`config.mk`:
```
export PLATFORM = sky130hd
export DESIGN_NAME = baud_timing
export DESIGN_NICKNAME = d
export VERILOG_FILES = /design/src/design/baud_pkg.sv /design/src/design/baud_timing.sv /design/src/design/tick_divider.sv
export SDC_FILE = /design/constraint.sdc
export NUM_CORES = 1
export LEC_CHECK = 0
export BUFFER_PORTS_ARGS = -buffer_cell sky130_fd_sc_hd__buf_4
export CORE_MARGIN = 8
export CORE_UTILIZATION = 35
export CTS_CLUSTER_DIAMETER = 150
export DETAILED_ROUTE_END_ITERATION = 12
export PLACE_DENSITY_LB_ADDON = 0.25
export SKIP_LAST_GASP = 1
export SYNTH_ARGS = -nofsm -noshare
export SYNTH_HDL_FRONTEND = slang
export SYNTH_HIERARCHICAL = 1
export SYNTH_SLANG_ARGS = --single-unit
export TNS_END_PERCENT = 20
```
`constraint.sdc`:
```
create_clock -name aclk -period 2.2 [get_ports aclk]
set_input_delay 0.33 -clock aclk [delete_from_list [all_inputs] [get_ports aclk]]
set_output_delay 0.33 -clock aclk [all_outputs]
set_load 0.01 [all_outputs]
```
`src/design/baud_pkg.sv`:
```
//
// Function
// - One oversample tick per (baud_divisor + 1) cycles of the selected base clock.
// - Each serial bit lasts 15 to 17 ticks, chosen by tick-count select.
// - Codes 001 and 011 alternate counts per bit, averaging 16.5 and 15.5 ticks.
// - 000=16, 001=16/17, 010=15, 011=15/16, 100=17; start bit takes shorter.
// - Baud equals base clock over average ticks times (divisor plus one).
// - Select 000 with divisor 0x19 gives bits of exactly 16 times 26 cycles.
// - Frame is start, eight data bits, optional parity, one or two stops.
// - Receiver counts ticks down from falling edge, majority of ticks 8 to 6.
package baud_pkg;

    // =========================================================
    // Register map (byte addresses)
    localparam logic [3:0] DIVISOR_OFFSET = 4'h0;
    localparam logic [3:0] CONTROL_OFFSET = 4'h4;
    localparam logic [3:0] STATUS_OFFSET  = 4'h8;

    // =========================================================
    // Control field positions and reset values
    localparam int CTRL_TICKSEL_LSB = 0;
    localparam int CTRL_BASESEL_BIT = 4;
    localparam int CTRL_PARITY_BIT  = 5;
    localparam int CTRL_ODD_BIT     = 6;
    localparam int CTRL_STOP2_BIT   = 7;
    localparam int CTRL_ENABLE_BIT  = 8;
    localparam logic [7:0] DIVISOR_RESET = 8'h00;
    localparam logic [2:0] TICKSEL_RESET = 3'h0;

    // =========================================================
    // Tick-count select codes and counts
    localparam logic [2:0] TICKSEL_16    = 3'h0;
    localparam logic [2:0] TICKSEL_16_17 = 3'h1;
    localparam logic [2:0] TICKSEL_15    = 3'h2;
    localparam logic [2:0] TICKSEL_15_16 = 3'h3;
    localparam logic [2:0] TICKSEL_17    = 3'h4;
    localparam logic [4:0] TICKS_15      = 5'h0F;
    localparam logic [4:0] TICKS_16      = 5'h10;
    localparam logic [4:0] TICKS_17      = 5'h11;
    localparam logic [3:0] FRAME_DATA_BITS = 4'h8;
    localparam logic [4:0] SAMPLE_FIRST  = 5'h08;
    localparam logic [4:0] SAMPLE_LAST   = 5'h06;

    // =========================================================
    // Carriers
    typedef struct packed {
        logic [7:0] divisor;
        logic [2:0] ticksel;
        logic       base_sel;
        logic       parity_enable;
        logic       parity_odd;
        logic       stop_bit_length;
        logic       enable;
    } baud_cfg_s;

    typedef struct packed {
        logic       tick;
        logic       bit_end;
        logic       frame_start;
        logic [3:0] bit_index;
        logic [4:0] tick_count;
    } baud_stat_s;

endpackage

```
`src/design/baud_timing.sv`:
```
module baud_timing (
    input  wire logic        aclk,
    input  wire logic        aresetn,
    input  wire logic        low_speed_clock,
    input  wire logic        frame_start,
    input  wire logic [31:0] s_axi_awaddr,
    input  wire logic        s_axi_awvalid,
    output logic             s_axi_awready,
    input  wire logic [31:0] s_axi_wdata,
    input  wire logic [3:0]  s_axi_wstrb,
    input  wire logic        s_axi_wvalid,
    output logic             s_axi_wready,
    output logic [1:0]       s_axi_bresp,
    output logic             s_axi_bvalid,
    input  wire logic        s_axi_bready,
    input  wire logic [31:0] s_axi_araddr,
    input  wire logic        s_axi_arvalid,
    output logic             s_axi_arready,
    output logic [31:0]      s_axi_rdata,
    output logic [1:0]       s_axi_rresp,
    output logic             s_axi_rvalid,
    input  wire logic        s_axi_rready,
    output logic             oversample_tick,
    output logic             bit_end,
    output logic             frame_active
);
    import baud_pkg::*;

    localparam logic [1:0] RESP_OKAY   = 2'h0;
    localparam logic [1:0] RESP_SLVERR = 2'h2;

    typedef enum logic [2:0] {
        FR_IDLE   = 3'b001,
        FR_ACTIVE = 3'b010,
        FR_STOP   = 3'b100
    } frame_e;

    typedef struct packed {
        baud_cfg_s  cfg;
        logic       aw_got;
        logic [3:0] aw_addr;
        logic       w_got;
        logic [31:0] w_data;
        logic [3:0] w_strb;
        logic       bvalid;
        logic [1:0] bresp;
        logic       rvalid;
        logic [31:0] rdata;
        logic [1:0] rresp;
        frame_e     fstate;
        logic [4:0] tick_left;
        logic [3:0] bit_index;
        logic       odd_bit;
        logic       lsc_prev;
        logic       base_en;
        logic       tick;
        logic       bit_end;
        logic       awready;
        logic       wready;
        logic       arready;
        logic       active;
    } top_state_s;

    top_state_s st_r;
    top_state_s st_nxt;
    logic       div_tick;
    logic [3:0] frame_bits;
    logic [4:0] bit_ticks;

    // =========================================================
    // Tick divider
    tick_divider i_tick_divider (
        .aclk    (aclk),
        .aresetn (aresetn),
        .enable  (st_r.cfg.enable),
        .base_en (st_r.base_en),
        .divisor (st_r.cfg.divisor),
        .tick    (div_tick)
    );

    // =========================================================
    // Bits per frame: start + data + optional parity + stops
    always_comb begin
        frame_bits = 4'h1 + FRAME_DATA_BITS + {3'h0, st_r.cfg.parity_enable}
                   + {3'h0, st_r.cfg.stop_bit_length} + 4'h1;
    end

    // Ticks for the bit starting now; start bit is even, takes shorter
    always_comb begin
        unique case (st_r.cfg.ticksel)
            TICKSEL_16_17: bit_ticks = st_r.odd_bit ? TICKS_17 : TICKS_16;
            TICKSEL_15:    bit_ticks = TICKS_15;
            TICKSEL_15_16: bit_ticks = st_r.odd_bit ? TICKS_16 : TICKS_15;
            TICKSEL_17:    bit_ticks = TICKS_17;
            default:       bit_ticks = TICKS_16;
        endcase
    end

    // =========================================================
    // Next-state logic: bus slave, base select, bit timing
    always_comb begin
        st_nxt = st_r;
        st_nxt.tick    = div_tick;
        st_nxt.bit_end = 1'b0;
        st_nxt.lsc_prev = low_speed_clock;
        // Base clock: system clock or rising edges of low-speed clock
        st_nxt.base_en = st_r.cfg.base_sel ? (low_speed_clock & ~st_r.lsc_prev) : 1'b1;

        // Write address and data taken in either order
        if (s_axi_awvalid && st_r.awready) begin
            st_nxt.aw_got  = 1'b1;
            st_nxt.aw_addr = s_axi_awaddr[3:0];
        end
        if (s_axi_wvalid && st_r.wready) begin
            st_nxt.w_got  = 1'b1;
            st_nxt.w_data = s_axi_wdata;
            st_nxt.w_strb = s_axi_wstrb;
        end
        if (st_r.aw_got && st_r.w_got) begin
            st_nxt.aw_got = 1'b0;
            st_nxt.w_got  = 1'b0;
            st_nxt.bvalid = 1'b1;
            st_nxt.bresp  = RESP_OKAY;
            unique case (st_r.aw_addr)
                DIVISOR_OFFSET: begin
                    if (st_r.w_strb[0]) begin
                        st_nxt.cfg.divisor = st_r.w_data[7:0];
                    end
                end
                CONTROL_OFFSET: begin
                    if (st_r.w_strb[0]) begin
                        st_nxt.cfg.ticksel         = st_r.w_data[CTRL_TICKSEL_LSB +: 3];
                        st_nxt.cfg.base_sel        = st_r.w_data[CTRL_BASESEL_BIT];
                        st_nxt.cfg.parity_enable   = st_r.w_data[CTRL_PARITY_BIT];
                        st_nxt.cfg.parity_odd      = st_r.w_data[CTRL_ODD_BIT];
                        st_nxt.cfg.stop_bit_length = st_r.w_data[CTRL_STOP2_BIT];
                    end
                    if (st_r.w_strb[1]) begin
                        st_nxt.cfg.enable = st_r.w_data[CTRL_ENABLE_BIT];
                    end
                end
                STATUS_OFFSET: st_nxt.bresp = RESP_OKAY; // Read-only, write ignored
                default:       st_nxt.bresp = RESP_SLVERR;
            endcase
        end
        if (st_r.bvalid && s_axi_bready) begin
            st_nxt.bvalid = 1'b0;
        end

        // Read: answer one cycle after address taken
        if (s_axi_arvalid && st_r.arready) begin
            st_nxt.rvalid = 1'b1;
            st_nxt.rresp  = RESP_OKAY;
            st_nxt.rdata  = 32'h0000_0000;
            unique case (s_axi_araddr[3:0])
                DIVISOR_OFFSET: st_nxt.rdata[7:0] = st_r.cfg.divisor;
                CONTROL_OFFSET: begin
                    st_nxt.rdata[CTRL_TICKSEL_LSB +: 3] = st_r.cfg.ticksel;
                    st_nxt.rdata[CTRL_BASESEL_BIT]      = st_r.cfg.base_sel;
                    st_nxt.rdata[CTRL_PARITY_BIT]       = st_r.cfg.parity_enable;
                    st_nxt.rdata[CTRL_ODD_BIT]          = st_r.cfg.parity_odd;
                    st_nxt.rdata[CTRL_STOP2_BIT]        = st_r.cfg.stop_bit_length;
                    st_nxt.rdata[CTRL_ENABLE_BIT]       = st_r.cfg.enable;
                end
                STATUS_OFFSET: begin
                    st_nxt.rdata[4:0]  = st_r.tick_left;
                    st_nxt.rdata[11:8] = st_r.bit_index;
                    st_nxt.rdata[16]   = (st_r.fstate != FR_IDLE);
                    // Receiver sample window, ticks 8 down to 6 of a bit
                    st_nxt.rdata[17]   = (st_r.fstate == FR_ACTIVE)
                                       && (st_r.tick_left <= SAMPLE_FIRST)
                                       && (st_r.tick_left >= SAMPLE_LAST);
                end
                default: st_nxt.rresp = RESP_SLVERR;
            endcase
        end else if (st_r.rvalid && s_axi_rready) begin
            st_nxt.rvalid = 1'b0;
        end

        // Frame bit timing, counted down per tick
        unique case (st_r.fstate)
            FR_IDLE: begin
                if (frame_start && st_r.cfg.enable) begin
                    st_nxt.fstate    = FR_ACTIVE;
                    st_nxt.bit_index = 4'h0;
                    st_nxt.odd_bit   = 1'b0;
                    st_nxt.tick_left = 5'h00;
                end
            end
            FR_ACTIVE: begin
                if (div_tick) begin
                    if (st_r.tick_left == 5'h00) begin
                        st_nxt.tick_left = bit_ticks - 5'h01;
                    end else if (st_r.tick_left == 5'h01) begin
                        st_nxt.tick_left = 5'h00;
                        st_nxt.bit_end   = 1'b1;
                        st_nxt.odd_bit   = ~st_r.odd_bit;
                        st_nxt.bit_index = st_r.bit_index + 4'h1;
                        if (st_r.bit_index + 4'h1 == frame_bits) begin
                            st_nxt.fstate = FR_STOP;
                        end
                    end else begin
                        st_nxt.tick_left = st_r.tick_left - 5'h01;
                    end
                end
            end
            FR_STOP: st_nxt.fstate = FR_IDLE;
            default: st_nxt.fstate = FR_IDLE;
        endcase
        if (!st_r.cfg.enable) begin
            st_nxt.fstate = FR_IDLE;
        end

        // Ready and active flags kept in flops, from the next state
        st_nxt.awready = !st_nxt.aw_got && !st_nxt.bvalid;
        st_nxt.wready  = !st_nxt.w_got && !st_nxt.bvalid;
        st_nxt.arready = !st_nxt.rvalid;
        st_nxt.active  = (st_nxt.fstate == FR_ACTIVE);
    end

    // =========================================================
    // State register
    always_ff @(posedge aclk) begin
        if (!aresetn) begin
            st_r                 <= '0;
            st_r.cfg.divisor     <= DIVISOR_RESET;
            st_r.cfg.ticksel     <= TICKSEL_RESET;
            st_r.fstate          <= FR_IDLE;
            st_r.lsc_prev        <= 1'b0;
        end else begin
            st_r <= st_nxt;
        end
    end

    // =========================================================
    // Outputs, all registered
    assign s_axi_awready   = st_r.awready;
    assign s_axi_wready    = st_r.wready;
    assign s_axi_bvalid    = st_r.bvalid;
    assign s_axi_bresp     = st_r.bresp;
    assign s_axi_arready   = st_r.arready;
    assign s_axi_rvalid    = st_r.rvalid;
    assign s_axi_rdata     = st_r.rdata;
    assign s_axi_rresp     = st_r.rresp;
    assign oversample_tick = st_r.tick;
    assign bit_end         = st_r.bit_end;
    assign frame_active    = st_r.active;
endmodule

```
`src/design/tick_divider.sv`:
```
module tick_divider (
    input  wire logic       aclk,
    input  wire logic       aresetn,
    input  wire logic       enable,
    input  wire logic       base_en,
    input  wire logic [7:0] divisor,
    output logic            tick
);
    import baud_pkg::*;

    typedef struct packed {
        logic [7:0] cnt;
        logic       tick;
    } div_state_s;

    div_state_s st_r;
    div_state_s st_nxt;

    // Count base clock enables; pulse after divisor+1 of them
    always_comb begin
        st_nxt = st_r;
        st_nxt.tick = 1'b0;
        if (!enable) begin
            st_nxt.cnt = 8'h00;
        end else if (base_en) begin
            if (st_r.cnt >= divisor) begin
                st_nxt.cnt  = 8'h00;
                st_nxt.tick = 1'b1;
            end else begin
                st_nxt.cnt = st_r.cnt + 8'h01;
            end
        end
    end

    // State register
    always_ff @(posedge aclk) begin
        if (!aresetn) begin
            st_r <= '0;
        end else begin
            st_r <= st_nxt;
        end
    end

    assign tick = st_r.tick;
endmodule

```
==> reports/qor.yml <==
status: "complete, no violations"
cts_made_buffers: 9
r2r-end: "i_tick_divider/tick"
antennaDiodeCount: 0
p_seq_share_pct: 45.3
placed_area_um2: 4350
rsz0062_at_grt: "no"
die_area_um2: 15200
ys_types: 66
clk_latency_ps: 330
yosys-top-cells-area: "dfxtp_1, buf_4, nand2_1, ha_1, a21oi_1"
power.leakage_uw: 0.00179
ys_top_cells_by_count: "dfxtp_1, nand2_1, buf_4, a21oi_1, nor2_1"
worstHoldStart: "low_speed_clock"
fmax_mhz: 496
synth_top_family_by_area: "simple AND/OR/NAND/NOR gates"
grt_pass1_vias: 3034
min_period_over_period_pct: 91.6
portBuffers: 51
viasPerCell: 4.96
worstHoldEndpoint: "st_r[7]"
synth-simple-area-share_pct: 24.7
tightest_slew_ps: 640
track_usage_pct: 12.3
routed_wl_um: 9160
top_register: "st_r"
io_pins: 153
setup_tns_ps: 0
synth_top_flop_cell: "dfxtp_1"
htreeDepth: 3
path_class: "register to register"
finalSetupViolCount: 0
use_met1_pct: 14.9
path_clk_slew_ps: 60
synthArstFlopShare_pct: 0
relSlewSlack_pct: 57.1
final_layout_size_suffix_gt1_share_pct: 20.8
hold_depth: 2
wl_per_cell_um: 14.4
dp.cells: 618
via_count: 3142
switching_share_pct: 23.1
fin_worst_skew_ps: 6.38
fin_util_pct: 41.3
r2r_slack_ps: 180
comb_power_share_pct: 6.3
yosysMostFrequentCell: "dfxtp_1"
yosysSeqAreaShare_pct: 40.3
stdcell_area_um2: 4680
busiest_layer: "met2"
synth-adder-area-share_pct: 4.97
power.net_switching_uw: 781
hold_viol: 0
worst_ir_drop_vdd_uv: 351
grt_overflow_total: 0
synth_xor_area_share_pct: 2.39
met2_usage_pct: 20.6
grt_pass1_wl_um: 15000
ff2ff_path_depth: 6
final_cells: 634
core-area_um2: 11300
initial_utilization_pct: 35.6
setup.worst_path.start_class: "register"
required_ps: 2400
clk_path_buf_depth: 2
globalplace.congestion: 0.809
remaining_drc_errors: 0
finalMaxSlewViolations: 0
drtIter0Drc: 168
min_path_type: "input pin to register"
fillers: 1154
crit_path_max_fanout: 9
power.share.clock_pct: 48.5
avgSynthCellArea_um2: 8.89
fin_crit_ps: 2020
ctsResizeCount: 0
ys_ff_latch: 81
synth_enable_flop_cells: 0
end_kind: "register"
cap_viol_max_count: 0
cts_tree: "built"
use_met3_pct: 2.69
die_h_um: 123
ant_nets: 0
netlist_area_um2: 4030
dp_hpwl_um: 6830
grt_max_degree: 42
yosysWarningCount: 6
first_pass_iters: 4
synth-compound-area-share_pct: 14.5
p_int_uw: 2590
die_x_um: 123
netlist.area_leader.share_pct: 40.3
worst_hold_slack_ps: 213
final_nets: 611
syn_inst: 453
antenna_found_initial: 0
ctsHoldBuffers: 0
largest_reg_flops: 48
fp-row-count: 39
critPathArrivalTime_ps: 2210
cts_sinks: 81
syn_to_final_growth_pct: 16.3
synth_top_cell_by_area: "dfxtp_1"
r2r-start: "st_r[115]"
root_buffer: "clkbuf_16"
synthMuxAreaShare_pct: 2.49
p_per_area_nw_per_um2: 720
post-cts-setup-buffers: 0
[layout make-up]
type / instances / area, um2 / share of cell area [%]
multi-input cells: 322 / 2060 / 44.0
flip-flops and latches: 81 / 1620 / 34.6
repair buffers: 59 / 443 / 9.46
clock buffers: 9 / 225 / 4.81
well taps: 143 / 179 / 3.82
clock inverters: 7 / 103 / 2.19
inverters: 13 / 48.8 / 1.04
[power by group through the flow]
stage | Clock (uW) | Sequential (uW) | Combinational [uW]
floorplan | 0 | 1550 | 153
detailed placement | 0 | 1560 | 213
CTS | 1670 | 1530 | 214
global route | 1740 | 1530 | 236
global placement | 0 | 1560 | 210
finish | 1630 | 1530 | 212
[metrics by stage]
step	setup slack, ps	power, uW
after detailed placement	202	1770
final	184	3370
after floorplan	450	1710
after global placement	217	1770
after CTS	169	3410
after global routing	78.6	3500
[cell families (layout without fill, tap and decap cells)]
logic type               after synthesis  after routing
AO/OA/AOI/OAI                         88             88
flip-flops                            81             81
multiplexers                          10             10
AND/OR/NAND/NOR                      177            177
adder cells (fa/ha/maj)               16             16
other                                  1             20
buffers and inverters                 69             88
XOR/XNOR                              11             11
[metal layers]
metal	wire length (um)	up-vias
li1	-	1607
met1	4160	1457
met2	4430	65
met3	401	13
met4	165	0
met5	0	-
[worst max-delay path, stage by stage, from the launching register on]
cell,delay [ps]
dfxtp_1,380
inv_1,70
ha_1,290
and3_4,190
a221o_1,340
a22o_1,390
nor2b_1,230
[cells in the final DEF (no fill, tap or decap), drive strengths merged, types with 2 or more instances in the layout]
| cell type | synthesis | final |
|---|---|---|
| a21o | 2 | 2 |
| a21oi | 30 | 30 |
| a221oi | 9 | 9 |
| a22o | 7 | 7 |
| a31oi | 2 | 2 |
| a32o | 2 | 2 |
| and2 | 8 | 8 |
| and3 | 5 | 5 |
| and4bb | 2 | 2 |
| buf | 42 | 59 |
| bufinv | 0 | 2 |
| clkbuf | 14 | 9 |
| clkinv | 1 | 4 |
| conb | 1 | 20 |
| dfxtp | 81 | 81 |
| ha | 16 | 16 |
| inv | 12 | 13 |
| mux2i | 10 | 10 |
| nand2 | 60 | 60 |
| nand2b | 4 | 4 |
| nand3 | 22 | 22 |
| nand3b | 2 | 2 |
| nand4 | 6 | 6 |
| nand4b | 2 | 2 |
| nor2 | 29 | 29 |
| nor2b | 8 | 8 |
| nor3 | 16 | 16 |
| nor3b | 4 | 4 |
| nor4 | 2 | 2 |
| nor4b | 2 | 2 |
| o21a | 3 | 3 |
| o21ai | 19 | 19 |
| o22ai | 2 | 2 |
| or3 | 2 | 2 |
| xnor2 | 6 | 6 |
| xor2 | 5 | 5 |
[worst max-delay path by stage]
stage / slack, ps / from / cells after the start / endpoint
floorplan: 450 / st_r[108] / 6 / st_r[17]
global placement: 220 / st_r[115] / 6 / i_tick_divider/tick
detailed placement: 200 / st_r[115] / 6 / i_tick_divider/tick
CTS: 170 / st_r[115] / 6 / i_tick_divider/tick
global route: 80 / st_r[115] / 6 / i_tick_divider/tick
finish: 180 / st_r[115] / 6 / i_tick_divider/tick
No activity file was read; power rests on OpenSTA's default activity.
